File: src/hw/tmr_regs.svh
`ifndef TMR_REGS_SVH
`define TMR_REGS_SVH

// register bus addresses
`define TMR_ADDR_CTRL      8'h88
`define TMR_ADDR_MODE      8'h89
`define TMR_ADDR_LOW0      8'h8A
`define TMR_ADDR_LOW1      8'h8B
`define TMR_ADDR_HIGH0     8'h8C
`define TMR_ADDR_HIGH1     8'h8D
`define TMR_ADDR_TICK      8'h8E
// bit address base of timer_control (bit addresses 0x88..0x8F)
`define TMR_BITBASE_CTRL   5'h11

// timer_control field positions
`define TMR_CTRL_OVF1      7
`define TMR_CTRL_RUN1      6
`define TMR_CTRL_OVF0      5
`define TMR_CTRL_RUN0      4
`define TMR_CTRL_EFLG1     3
`define TMR_CTRL_ETYP1     2
`define TMR_CTRL_EFLG0     1
`define TMR_CTRL_ETYP0     0

// tick_divide_control field positions
`define TMR_TICK_SEL1      4
`define TMR_TICK_SEL0      3

// reset values
`define TMR_RST_BYTE       8'h00

// slow tick divides the system clock by this count
`define TMR_TICK_DIV       12

`endif

File: src/hw/tmr_pkg.sv
package tmr_pkg;

  // mode_field encoding, in order 00..11
  typedef enum logic [1:0] {
    TMR_MODE_13BIT,
    TMR_MODE_16BIT,
    TMR_MODE_RELOAD8,
    TMR_MODE_SPLIT
  } tmr_mode_t;

endpackage : tmr_pkg

File: src/hw/tmr_counters.sv
// Contract
// RULE1 - timer function advances once per tick, clock divided by one or twelve
// RULE2 - counter function advances once per falling edge on its count pin
// RULE3 - outside source holds each count pin level at least two clocks
// RULE4 - 13-bit mode: high byte holds top eight, low byte bits 4..0 the rest
// RULE5 - 13-bit wrap 1FFF to 0000 sets the overflow flag
// RULE6 - source select bit picks clock ticks (0) or pin edges (1)
// RULE7 - count only when run is 1 and gate is 0 or interrupt pin high
// RULE8 - setting run never loads or clears the count
// RULE9 - timer one behaves like timer zero with its own bytes and bits
// RULE10 - 16-bit mode uses all sixteen bits
// RULE11 - auto-reload: low byte wraps, sets flag, reloads from unchanged high byte
// RULE12 - split mode low byte is timer zero's 8-bit counter/timer
// RULE13 - split mode high byte ticks under timer one run, sets timer one flag
// RULE14 - timer one mode 3 stops and holds timer one
// RULE15 - with timer zero split, timer one uses no pin, no flag, still baud tick
// RULE16 - overflow flags set by hardware, cleared by software or vectoring
// RULE17 - edge mode flag sets on falling edge; level mode flag is inverted input
// RULE18 - type select 0 means level sensing, 1 means falling edge sensing
// RULE19 - timer_control resets to zero at 0x88, bit addressable
// RULE20 - each timer has its own two-bit mode field
// RULE21 - mode field 00/01/10/11; timer one bits 7..4, timer zero bits 3..0
// RULE22 - tick select 0 divides by 12, 1 undivided; timer one bit 4, zero bit 3
// RULE23 - count and gate inputs synchronised; falling edge is high then low
`timescale 1ns/100ps
`default_nettype none
`include "tmr_regs.svh"

module tmr_counters
#(
  parameter int PRESCALE_DIV = `TMR_TICK_DIV
)
(
  input  wire logic       clk,
  input  wire logic       rst_n,
  input  wire logic [7:0] sfr_addr,
  input  wire logic       sfr_wr,
  input  wire logic [7:0] sfr_wdata,
  input  wire logic       sfr_rd,
  output logic      [7:0] sfr_rdata,
  input  wire logic       sfr_bit_wr,
  input  wire logic [7:0] sfr_bit_addr,
  input  wire logic       sfr_bit_val,
  input  wire logic       vec_t_zero,
  input  wire logic       vec_t_one,
  input  wire logic       vec_ext_zero,
  input  wire logic       vec_ext_one,
  input  wire logic       count_pin_zero,
  input  wire logic       count_pin_one,
  input  wire logic       ext_irq_zero_n,
  input  wire logic       ext_irq_one_n,
  output logic            t_zero_overflow_flag,
  output logic            t_one_overflow_flag,
  output logic            ext_irq_zero_flag,
  output logic            ext_irq_one_flag,
  output logic            baud_tick
);

  generate
    if (PRESCALE_DIV < 2 || PRESCALE_DIV > 16)
    begin : g_bad_div
      $error("tmr_counters: PRESCALE_DIV must lie in 2..16");
    end
  endgenerate

  logic [7:0] t_zero_low_byte;
  logic [7:0] t_zero_high_byte;
  logic [7:0] t_one_low_byte;
  logic [7:0] t_one_high_byte;
  logic [7:0] timer_mode_select;
  logic [1:0] tick_select_bits;
  logic       t_zero_run;
  logic       t_one_run;
  logic       ext_irq_zero_type;
  logic       ext_irq_one_type;
  logic [3:0] pre_cnt;
  logic       tick_slow;
  logic       tick_zero;
  logic       tick_one;
  logic       pin0_fall;
  logic       pin1_fall;
  logic       irq0_lvl;
  logic       irq0_fall;
  logic       irq1_lvl;
  logic       irq1_fall;
  logic       t_zero_gate_enable;
  logic       t_one_gate_enable;
  logic       t_zero_source_select;
  logic       t_one_source_select;
  tmr_pkg::tmr_mode_t mode_zero;
  tmr_pkg::tmr_mode_t mode_one;
  logic       split;
  logic       en_zero;
  logic       en_one;
  logic       inc_zero;
  logic       inc_one;
  logic       inc_high_zero;
  logic [16:0] step_zero;
  logic [16:0] step_one;
  logic       ovf_zero;
  logic       ovf_one;
  logic       ovf_high_zero;
  logic       ctrl_wr;
  logic       ctrl_bit_wr;
  logic       no_wr;
  logic [7:0] timer_control;
  logic [7:0] sw_ctrl;

  // mode fields: timer one in bits 7..4, timer zero in bits 3..0 [RULE20] [RULE21]
  assign t_one_gate_enable    = timer_mode_select[7];
  assign t_one_source_select  = timer_mode_select[6];
  assign mode_one             = tmr_pkg::tmr_mode_t'(timer_mode_select[5:4]);
  assign t_zero_gate_enable   = timer_mode_select[3];
  assign t_zero_source_select = timer_mode_select[2];
  assign mode_zero            = tmr_pkg::tmr_mode_t'(timer_mode_select[1:0]);
  assign split                = (mode_zero == tmr_pkg::TMR_MODE_SPLIT);

  // pin synchronisers; idle high so no false edge leaves reset [RULE23]
  tmr_pin_sync u_sync_c0 (.clk(clk), .rst_n(rst_n), .pin_in(count_pin_zero),
                          .level(), .fall(pin0_fall));
  tmr_pin_sync u_sync_c1 (.clk(clk), .rst_n(rst_n), .pin_in(count_pin_one),
                          .level(), .fall(pin1_fall));
  tmr_pin_sync u_sync_i0 (.clk(clk), .rst_n(rst_n), .pin_in(ext_irq_zero_n),
                          .level(irq0_lvl), .fall(irq0_fall));
  tmr_pin_sync u_sync_i1 (.clk(clk), .rst_n(rst_n), .pin_in(ext_irq_one_n),
                          .level(irq1_lvl), .fall(irq1_fall));

  // free-running divide-by-twelve prescaler shared by both timers
  always_ff @(posedge clk or negedge rst_n)
  begin
    if (!rst_n)
      pre_cnt <= 4'h0;
    else if (tick_slow)
      pre_cnt <= 4'h0;
    else
      pre_cnt <= pre_cnt + 4'h1;
  end

  assign tick_slow = (pre_cnt == 4'(PRESCALE_DIV - 1));
  // tick select: 0 slow tick, 1 every clock [RULE1] [RULE22]
  assign tick_zero = tick_select_bits[0] | tick_slow;
  assign tick_one  = tick_select_bits[1] | tick_slow;

  // run and gate; gate needs the interrupt pin high [RULE7]
  assign en_zero = t_zero_run & (~t_zero_gate_enable | irq0_lvl);
  assign en_one  = t_one_run & (~t_one_gate_enable | irq1_lvl);
  // source select picks ticks or pin edges [RULE6] [RULE2]
  assign inc_zero = en_zero & (t_zero_source_select ? pin0_fall : tick_zero);
  // timer one loses its pin while zero is split, halts in mode 3 [RULE15] [RULE14]
  assign inc_one = en_one & (mode_one != tmr_pkg::TMR_MODE_SPLIT)
                 & ((t_one_source_select & ~split) ? pin1_fall : tick_one);
  // split high byte: ticks only, under timer one run [RULE13]
  assign inc_high_zero = split & t_one_run & tick_zero;

  // one count step; returns {wrap, high, low}
  function automatic logic [16:0] tmr_step(input tmr_pkg::tmr_mode_t mode,
                                           input logic [7:0] lo,
                                           input logic [7:0] hi);
    logic [12:0] c13;
    logic [15:0] c16;
    logic [16:0] r;
    c13 = {hi, lo[4:0]} + 13'h0001;
    c16 = {hi, lo} + 16'h0001;
    case (mode)
      // low bits 7..5 untouched, only 4..0 count [RULE4] [RULE5]
      tmr_pkg::TMR_MODE_13BIT:  r = {&{hi, lo[4:0]}, c13[12:5], lo[7:5], c13[4:0]};
      tmr_pkg::TMR_MODE_16BIT:  r = {&{hi, lo}, c16}; // [RULE10]
      // reload low from high, high kept [RULE11]
      tmr_pkg::TMR_MODE_RELOAD8: r = (&lo) ? {1'b1, hi, hi} : {1'b0, hi, lo + 8'h01};
      default:                  r = {&lo, hi, lo + 8'h01}; // [RULE12]
    endcase
    return r;
  endfunction : tmr_step

  // both timers share one step function [RULE9]
  assign step_zero     = tmr_step(mode_zero, t_zero_low_byte, t_zero_high_byte);
  assign step_one      = tmr_step(mode_one, t_one_low_byte, t_one_high_byte);
  assign ovf_zero      = inc_zero & step_zero[16];
  assign ovf_one       = inc_one & step_one[16];
  assign ovf_high_zero = inc_high_zero & (&t_zero_high_byte);

  // timer zero count bytes; a bus write to a byte beats counting [RULE8]
  always_ff @(posedge clk or negedge rst_n)
  begin
    if (!rst_n)
    begin
      t_zero_low_byte  <= `TMR_RST_BYTE;
      t_zero_high_byte <= `TMR_RST_BYTE;
    end
    else
    begin
      if (sfr_wr && sfr_addr == `TMR_ADDR_LOW0)
        t_zero_low_byte <= sfr_wdata;
      else if (inc_zero)
        t_zero_low_byte <= step_zero[7:0];
      if (sfr_wr && sfr_addr == `TMR_ADDR_HIGH0)
        t_zero_high_byte <= sfr_wdata;
      else if (split)
      begin
        if (inc_high_zero)
          t_zero_high_byte <= t_zero_high_byte + 8'h01; // [RULE13]
      end
      else if (inc_zero)
        t_zero_high_byte <= step_zero[15:8];
    end
  end

  // timer one count bytes [RULE9]
  always_ff @(posedge clk or negedge rst_n)
  begin
    if (!rst_n)
    begin
      t_one_low_byte  <= `TMR_RST_BYTE;
      t_one_high_byte <= `TMR_RST_BYTE;
    end
    else
    begin
      if (sfr_wr && sfr_addr == `TMR_ADDR_LOW1)
        t_one_low_byte <= sfr_wdata;
      else if (inc_one)
        t_one_low_byte <= step_one[7:0];
      if (sfr_wr && sfr_addr == `TMR_ADDR_HIGH1)
        t_one_high_byte <= sfr_wdata;
      else if (inc_one)
        t_one_high_byte <= step_one[15:8];
    end
  end

  // mode and tick select registers; unlisted tick bits are not stored
  always_ff @(posedge clk or negedge rst_n)
  begin
    if (!rst_n)
    begin
      timer_mode_select <= `TMR_RST_BYTE;
      tick_select_bits  <= 2'h0;
    end
    else
    begin
      if (sfr_wr && sfr_addr == `TMR_ADDR_MODE)
        timer_mode_select <= sfr_wdata;
      if (sfr_wr && sfr_addr == `TMR_ADDR_TICK)
        tick_select_bits <= {sfr_wdata[`TMR_TICK_SEL1], sfr_wdata[`TMR_TICK_SEL0]}; // [RULE22]
    end
  end

  // software view of timer_control, byte or single-bit write [RULE19]
  assign timer_control = {t_one_overflow_flag, t_one_run, t_zero_overflow_flag, t_zero_run,
                          ext_irq_one_flag, ext_irq_one_type, ext_irq_zero_flag,
                          ext_irq_zero_type};
  assign ctrl_wr     = sfr_wr && sfr_addr == `TMR_ADDR_CTRL;
  assign ctrl_bit_wr = sfr_bit_wr && sfr_bit_addr[7:3] == `TMR_BITBASE_CTRL;
  assign no_wr       = ~sfr_wr & ~sfr_bit_wr;

  always_comb
  begin
    sw_ctrl = timer_control;
    if (ctrl_wr)
      sw_ctrl = sfr_wdata;
    else if (ctrl_bit_wr)
      sw_ctrl[sfr_bit_addr[2:0]] = sfr_bit_val;
  end

  // run and type bits: plain software bits, reset to zero [RULE19] [RULE18]
  always_ff @(posedge clk or negedge rst_n)
  begin
    if (!rst_n)
    begin
      t_zero_run        <= 1'b0;
      t_one_run         <= 1'b0;
      ext_irq_zero_type <= 1'b0;
      ext_irq_one_type  <= 1'b0;
    end
    else
    begin
      t_zero_run        <= sw_ctrl[`TMR_CTRL_RUN0];
      t_one_run         <= sw_ctrl[`TMR_CTRL_RUN1];
      ext_irq_zero_type <= sw_ctrl[`TMR_CTRL_ETYP0];
      ext_irq_one_type  <= sw_ctrl[`TMR_CTRL_ETYP1];
    end
  end

  // overflow flags: hardware set beats software or vector clear [RULE16]
  // split mode hands timer one's flag to the high byte of zero [RULE13] [RULE15]
  always_ff @(posedge clk or negedge rst_n)
  begin
    if (!rst_n)
    begin
      t_zero_overflow_flag <= 1'b0;
      t_one_overflow_flag  <= 1'b0;
    end
    else
    begin
      t_zero_overflow_flag <= ovf_zero | (sw_ctrl[`TMR_CTRL_OVF0] & ~vec_t_zero);
      t_one_overflow_flag  <= (split ? ovf_high_zero : ovf_one)
                            | (sw_ctrl[`TMR_CTRL_OVF1] & ~vec_t_one);
    end
  end

  // external interrupt flags: edge sticky, level follows the inverted pin [RULE17] [RULE18]
  always_ff @(posedge clk or negedge rst_n)
  begin
    if (!rst_n)
    begin
      ext_irq_zero_flag <= 1'b0;
      ext_irq_one_flag  <= 1'b0;
    end
    else
    begin
      if (ext_irq_zero_type)
        ext_irq_zero_flag <= irq0_fall | (sw_ctrl[`TMR_CTRL_EFLG0] & ~vec_ext_zero);
      else
        ext_irq_zero_flag <= ~irq0_lvl;
      if (ext_irq_one_type)
        ext_irq_one_flag <= irq1_fall | (sw_ctrl[`TMR_CTRL_EFLG1] & ~vec_ext_one);
      else
        ext_irq_one_flag <= ~irq1_lvl;
    end
  end

  // timer one overflow still feeds the baud tick in split mode [RULE15]
  always_ff @(posedge clk or negedge rst_n)
  begin
    if (!rst_n)
      baud_tick <= 1'b0;
    else
      baud_tick <= ovf_one;
  end

  // registered read; unmapped addresses read zero
  always_ff @(posedge clk or negedge rst_n)
  begin
    if (!rst_n)
      sfr_rdata <= `TMR_RST_BYTE;
    else if (sfr_rd)
    begin
      case (sfr_addr)
        `TMR_ADDR_CTRL:  sfr_rdata <= timer_control;
        `TMR_ADDR_MODE:  sfr_rdata <= timer_mode_select;
        `TMR_ADDR_LOW0:  sfr_rdata <= t_zero_low_byte;
        `TMR_ADDR_LOW1:  sfr_rdata <= t_one_low_byte;
        `TMR_ADDR_HIGH0: sfr_rdata <= t_zero_high_byte;
        `TMR_ADDR_HIGH1: sfr_rdata <= t_one_high_byte;
        `TMR_ADDR_TICK:  sfr_rdata <= {3'h0, tick_select_bits, 3'h0};
        default:         sfr_rdata <= 8'h00;
      endcase
    end
  end
endmodule : tmr_counters

`default_nettype wire

File: src/hw/tmr_pin_sync.sv
`timescale 1ns/100ps
`default_nettype none

module tmr_pin_sync
(
  input  wire logic clk,
  input  wire logic rst_n,
  input  wire logic pin_in,
  output logic      level,
  output logic      fall
);

  logic s1;
  logic s2;
  logic s3;

  // three stages; s1 feeds only s2 to keep metastability contained
  always_ff @(posedge clk or negedge rst_n)
  begin
    if (!rst_n)
    begin
      s1 <= 1'b1;
      s2 <= 1'b1;
      s3 <= 1'b1;
    end
    else
    begin
      s1 <= pin_in;
      s2 <= s1;
      s3 <= s2;
    end
  end

  // accept a new level only when the last two stages agree
  // sources hold each level two cycles, so agreement is always reached [RULE3]
  always_ff @(posedge clk or negedge rst_n)
  begin
    if (!rst_n)
    begin
      level <= 1'b1;
      fall  <= 1'b0;
    end
    else
    begin
      fall <= 1'b0;
      if (s2 == s3 && s3 != level)
      begin
        level <= s3;
        fall  <= level & ~s3; // sampled high then sampled low [RULE23]
      end
    end
  end

endmodule : tmr_pin_sync

`default_nettype wire

File: config.mk
export PLATFORM = sky130hd
export DESIGN_NAME = tmr_counters
export DESIGN_NICKNAME = d
export VERILOG_FILES = /design/src/hw/tmr_pkg.sv /design/src/hw/tmr_counters.sv /design/src/hw/tmr_pin_sync.sv
export VERILOG_INCLUDE_DIRS = /design/src /design/src/hw
export SDC_FILE = /design/constraint.sdc
export NUM_CORES = 1
export LEC_CHECK = 0
export ABC_AREA = 1
export BUFFER_PORTS_ARGS = -buffer_cell sky130_fd_sc_hd__buf_4
export CAP_MARGIN = 20
export CORE_AREA = 2 2 109 111
export CTS_BUF_LIST = sky130_fd_sc_hd__clkbuf_16
export CTS_CLUSTER_DIAMETER = 120
export CTS_CLUSTER_SIZE = 28
export DETAILED_ROUTE_END_ITERATION = 6
export DIE_AREA = 0 0 111 113
export GPL_TIMING_DRIVEN = 0
export PLACE_DENSITY = 0.75
export SYNTH_ARGS = -nofsm -noshare
export SYNTH_HDL_FRONTEND = slang
export SYNTH_SLANG_ARGS = --single-unit
File: constraint.sdc
create_clock -name clk -period 1.61 [get_ports clk]
set_clock_uncertainty 0.1 [all_clocks]
set_input_delay 0.2415 -clock clk [delete_from_list [all_inputs] [get_ports clk]]
set_output_delay 0.2415 -clock clk [all_outputs]
set_load 0.01 [all_outputs]
* Yosys cells after proc, flatten, opt, wreduce, memory -nomap -nowiden
Index checks and enable logic that the tools add are counted.
** Word-level totals
- Flip-flop bits (word level) :: 83
- Bits of input ports :: 38
- Output and inout port bits :: 13
- Logic and storage cells :: 180
** Cells by class
- Add/sub/neg operators :: 8
- $lt $le $gt $ge :: 2
- Equality and inequality tests :: 28
- Mux-type cells :: 30
- Bitwise logic cells :: 40
- Reductions and logical operators :: 33
** Operators by type and width (count)
- 17-bit one-hot mux with 3 select lines :: 2
- 8-bit 2-to-1 mux :: 12
- 8-bit equality test (second input constant) :: 7
- 8-bit one-hot mux with 7 select lines :: 1
- 17-bit 2-to-1 mux :: 2
- 16-bit by 1-bit adder with 16-bit output (second input constant) :: 2
- 16-bit AND reduction :: 2
- 13-bit by 1-bit adder with 13-bit output (second input constant) :: 2
- 13-bit AND reduction :: 2
- 8-bit by 1-bit adder with 8-bit output (second input constant) :: 3
- 8-bit AND reduction :: 3
- 1-bit AND :: 19
- 1-bit logical AND :: 13
- 1-bit NOT :: 13
- 1-bit 2-to-1 mux :: 10
- 8-bit bitwise mux :: 1
- 2-bit != test (second input constant) :: 4
- 1-bit OR :: 8
- 2-bit nonzero test :: 4
- 2-bit equality test (second input constant) :: 3
- 3-bit nonzero test :: 2
- 5-bit equality test (second input constant) :: 1
- 4-bit by 1-bit adder with 4-bit output (second input constant) :: 1
- 1-bit equality test :: 4
- other kinds (14) :: 20

* Logic depth before layout (Yosys ltp)
- Depth after elaboration :: 10
- Depth in mapped cells :: 11
- Depth with buffers taken out :: 11

* Hierarchy
Synthesis repeated with hierarchy kept, for this count alone.
** Second synthesis, totals
- Cell total of the unflattened synthesis :: 957
- Area total of the unflattened synthesis :: 6050.8 um^2
** By module, submodules not included
- tmr_counters :: instances 1, cells each 885, area an instance 5300.1 um^2, seq. area each 1576.5 um^2
- tmr_pin_sync :: instances 4, cells each 18, area an instance 187.7 um^2, seq. area each 130.1 um^2

* Worst setup path before layout
Ideal clock, no wire load.
- Kind :: register -> register
- From :: register t_one_low_byte[0]
- To :: register t_one_low_byte[2]
- Library setup time :: 0.124 ns
- Arrival :: 1.393 ns
- Data required time :: 1.386 ns
- Path slack :: -0.007 ns
- Cell stages (with the launch flop) :: 9
- Path buffers :: 0
- Clock period less this slack :: 1.617 ns
- Cells stage by stage :: dfrtp_1 -> ha_1 -> nand2_1 -> nor2_4 -> nand3_2 -> inv_1 -> nand3_2 -> o211ai_1 -> nand2_1
** On the way
- Cells in the longest elaborated chain, start to end :: 5
- Elaborated cells on any way between the ends :: 8
- Classes of those cells :: 3 x add/sub; 4 x mux; 1 x reduce/logical
** RTL lines
- from (decl) :: RTL line tmr_counters.sv:68 : logic [7:0] t_one_low_byte;
- from (signal assigned) :: RTL line tmr_counters.sv:213 : t_one_low_byte <= `TMR_RST_BYTE;
- from (signal assigned) :: RTL line tmr_counters.sv:219 : t_one_low_byte <= sfr_wdata;
- from (signal assigned) :: RTL line tmr_counters.sv:221 : t_one_low_byte <= step_one[7:0];
- 8-bit by 1-bit adder with 8-bit output / 8-bit AND reduction (equally long branches) :: RTL line tmr_counters.sv:169, tmr_counters.sv:170
- 17-bit 2-to-1 mux :: RTL line tmr_counters.sv:169 : tmr_pkg::TMR_MODE_RELOAD8: r = (&lo) ? {1'b1, hi, hi} : {1'b0, hi, lo + 8'h01};
- 17-bit one-hot mux with 3 select lines * :: RTL line tmr_counters.sv:164 : case (mode)
- 8-bit 2-to-1 mux * :: RTL line tmr_counters.sv:220 : else if (inc_one)
- 8-bit 2-to-1 mux * :: RTL line tmr_counters.sv:218 : if (sfr_wr && sfr_addr == `TMR_ADDR_LOW1)
Every way passes the cells marked *; elsewhere a longest branch is shown, timed or not. The select of a mux whose other input is x is not followed.
A chain may end at the register's enable or synchronous reset.

* Final worst setup path
Ends and elaborated chain as after synthesis.

==> results.tsv <==
stage	metric	value	unit
finish	nets	1103	
floorplan	io_pins	51	
finish	drive_gt1_share	24.62	%
sta	period_needed	1.697	ns
sta	relSlewSlack	71.83	%
worst_setup_path	reg2reg_from	t_one_low_byte[0]$_DFFE_PN0P_	
clocking	clk_latency	0.35	ns
floorplan	num_rows	39	
yosys	synth-edff-count	0	
yosys	yosysWarnings	0	
drt	drc_errors	0	
yosys	synth_top_area_share	27.50	%
finish	insertedDiodeCount	0	
placed_design	dp.final_hpwl	13.69	mm
worst_setup_path	worst-endpoint-arrival	1.84	ns
worst_setup_path	start_kind	flip-flop	
worst_setup_path	critPathKind	reg2reg	
placed_design	port_buffers	47	
yosys	ys_ff_latch	83	
finish	stdcell_count	1203	
worst_setup_path	worstPathRequired	1.76	ns
yosys	avgSynthCellArea	6.437	um^2
sta	fin_tns_setup	-0.8900	ns
clocking	clk_pin_slew	0.07	ns
floorplan	fp.dieW	111	um
pwr	power.density	912.3	nW/um^2
clocking	htree_levels	3	
pwr	clkPwrFrac	30.6	%
clocking	cts_root_buf	clkbuf_16	
yosys	yosysTopAreaCell	dfrtp_1	
worst_setup_path	cp-end-kind	flip-flop	
placed_design	globalplace.congestion	0.9658	
grt	grt_pass1_vias	6019	
sta	timing.hold.ws	0.004590	ns
yosys	synthFlopType	dfrtp_1	
grt	grt_max_degree	84	
drt	drtPass1Iterations	6	
clocking	cts_tree	yes	
drt	routed_wl	19.66	mm
floorplan	start_util	54.08	%
floorplan	core-area	11270	um^2
grt	grt_antenna_before_repair	0	
yosys	synth_nets	995	
sta	fin_crit_sh	105.4	%
drt	ant_nets	0	
grt	grt_usage	30.81	%
clocking	clkSinkCount	83	
yosys	syn_inst	947	
sta	finalSetupViolations	24	
clocking	cts_buffers	9	
worst_setup_path	cp_max_fo	7	
job	maxCapViolCount	0	
min_path	hp-start	sfr_wdata[3]	
finish	syn_to_final_growth	28.10	%
pwr	combPwrFrac	30.8	%
finish	fin_util	69.28	%
yosys	synth_area	6096	um^2
min_path	hold_class	in2reg	
pwr	p_seq_share	38.6	%
status	failed_checks	setup timing	
grt	gr-total-overflow	0	
pwr	leakage	0.003982	uW
placed_design	dp_slack	-0.3784	ns
pwr	ir_worst_vdd	0.8032	mV
pwr	p_switching	2637	uW
floorplan	die_y	113	um
pwr	p_sw_share	37.02	%
placed_design	place_inst	1137	
drt	wire_per_inst	16.34	um
sta	slew_viol_final	0	
sta	fin_ws	-0.08652	ns
sta	fmax	0.5894	GHz
yosys	synth-async-reset-ratio	100.0	%
clocking	clockBufferDepth	2	
yosys	synth.distinct_cells	38	
drt	viasPerCell	5.653	
drt	via_count	6800	
sta	rsz0062_at_grt	yes	
pwr	p_int	4487	uW
status	outcome	finished with violations	
sta	worst_slew_pin_slew	0.4221	ns
yosys	seq_area_frac_synth	34.40	%
worst_setup_path	crit_path_start	t_one_low_byte[0]$_DFFE_PN0P_	
grt	grt_first_pass_wirelength	30.60	mm
yosys	synth_area_leaders	dfrtp_1, nand2_1, nand3_1, inv_1, dfstp_2	
floorplan	die_area	12540	um^2
drt	initialDrtViolationCount	857	
sta	hold_viol	0	
-- path summary, 6_finish.rpt --
check                                            endpoint  slack [ns]  depth (start not counted)
hold reg to reg                    u_sync_i1.s2$_DFF_PN1_        0.25                          0
min in group asynchronous  t_one_high_byte[6]$_DFFE_PN0P_        0.18                          2
setup reg to reg            t_one_low_byte[2]$_DFFE_PN0P_       -0.09                          8
setup / recovery            t_one_low_byte[2]$_DFFE_PN0P_       -0.09                          8
max in group asynchronous     u_sync_c0.level$_DFFE_PN1P_        0.59                          3
hold / removal             t_one_high_byte[3]$_DFFE_PN0P_       0.005                          3
-- critical path, cell delays in order (launching register included) --
cell and delay (ns):
dfrtp_1 0.41, ha_4 0.17, nand2_4 0.07, nor2_4 0.20
nand3_4 0.15, inv_4 0.12, nand3_4 0.11, o211ai_1 0.20
nand2_1 0.07
-- cells in the mapped netlist (7+ instances only) --
master / n
nor2_2: 12
o21ai_0: 76
nand4_1: 11
buf_2: 7
dfrtp_1: 67
inv_1: 128
nor3_1: 15
nor2_1: 94
nand2_1: 300
xor2_1: 7
a21oi_1: 23
nand3_1: 113
o22ai_1: 7
ha_1: 10
dfstp_2: 16
-- layout make-up --
cell class / instances / area, um^2
timing repair buffer: 96 / 773.2
multi-input combinational: 715 / 3795
sequential: 83 / 2110
fill: 911 / 3463
clock buffer: 9 / 225.2
inverter: 132 / 508.0
tap: 143 / 178.9
buffer: 18 / 143.9
clock inverter: 7 / 75.07
-- cells by family (layout without fill, tap and decap cells) --
logic type,count (synthesis),count (layout),synth area share (%)
simple gates,575,576,41.77
buf+inv,150,262,10.08
compound gates,121,121,10.55
flops,83,83,34.40
fa+ha+maj,10,10,2.053
xor+xnor,8,8,1.149
-- flip-flops by register name, summed over array words and instances (netlist names), 2 cells and up --
register,count
t_zero_high_byte,8
sfr_rdata,8
t_one_low_byte,8
pre_cnt,4
t_one_high_byte,8
tick_select_bits,2
t_zero_low_byte,8
timer_mode_select,8
-- layer usage --
layer	global-route usage (%)	part of all wire (%)	routed length, um
met3	6.106	11	2247
met1	43.48	41	8105
met2	47.65	44	8596
met5	0	0	0
met4	10.83	3.6	713
-- power by group through the flow --
stage	logic (uW)	registers [uW]	clock network [uW]
finish	2190	2750	2180
global route	2410	2780	2250
CTS	1850	2710	2160
detailed placement	1640	2760	0
global placement	1610	2760	0
floorplan	1140	2660	0
-- layout by cell type, fill, tap and decap left out, types with 5 or more instances in the layout --
cell type and n:
nand3_1 101, dlygate4sd3_1 5, nand3_2 11, o21ai_0 57, nand2_4 10, a21oi_1 21, nand2_1 282, xor2_1 7
inv_1 118, buf_4 91, nor2_1 77, nand2_2 14, nand4_1 11, o21ai_1 17, o211ai_1 5, nor2_4 19
nand3_4 8, ha_1 6, nor3_1 14, dfrtp_1 57, clkbuf_16 9, nor2_2 14, buf_6 9, o21ai_2 7
inv_2 10, dfstp_2 16, o22ai_1 6, dfrtp_2 10, or2_2 5
-- metrics by stage --
stage          area, um^2  power, uW
3_3_place_gp         6628       4366
2_1_floorplan        6096       3798
4_1_cts              7427       6726
3_5_place_dp         6628       4400
5_1_grt              7809       7439
6_report             7809       7124
-- timing repair --
| item | 4_1_cts | 5_1_grt |
|---|---|---|
| setup buffers | 26 | 17 |
| hold endpoints to repair | 4 | 13 |
| endpoints found under the setup margin | 35 | 36 |
| gates cloned | 0 | 1 |
| resized for setup | 74 | 74 |
| pin swaps | 19 | 25 |
| hold buffers | 4 | 1 |
No activity file was read; power rests on OpenSTA's default activity.
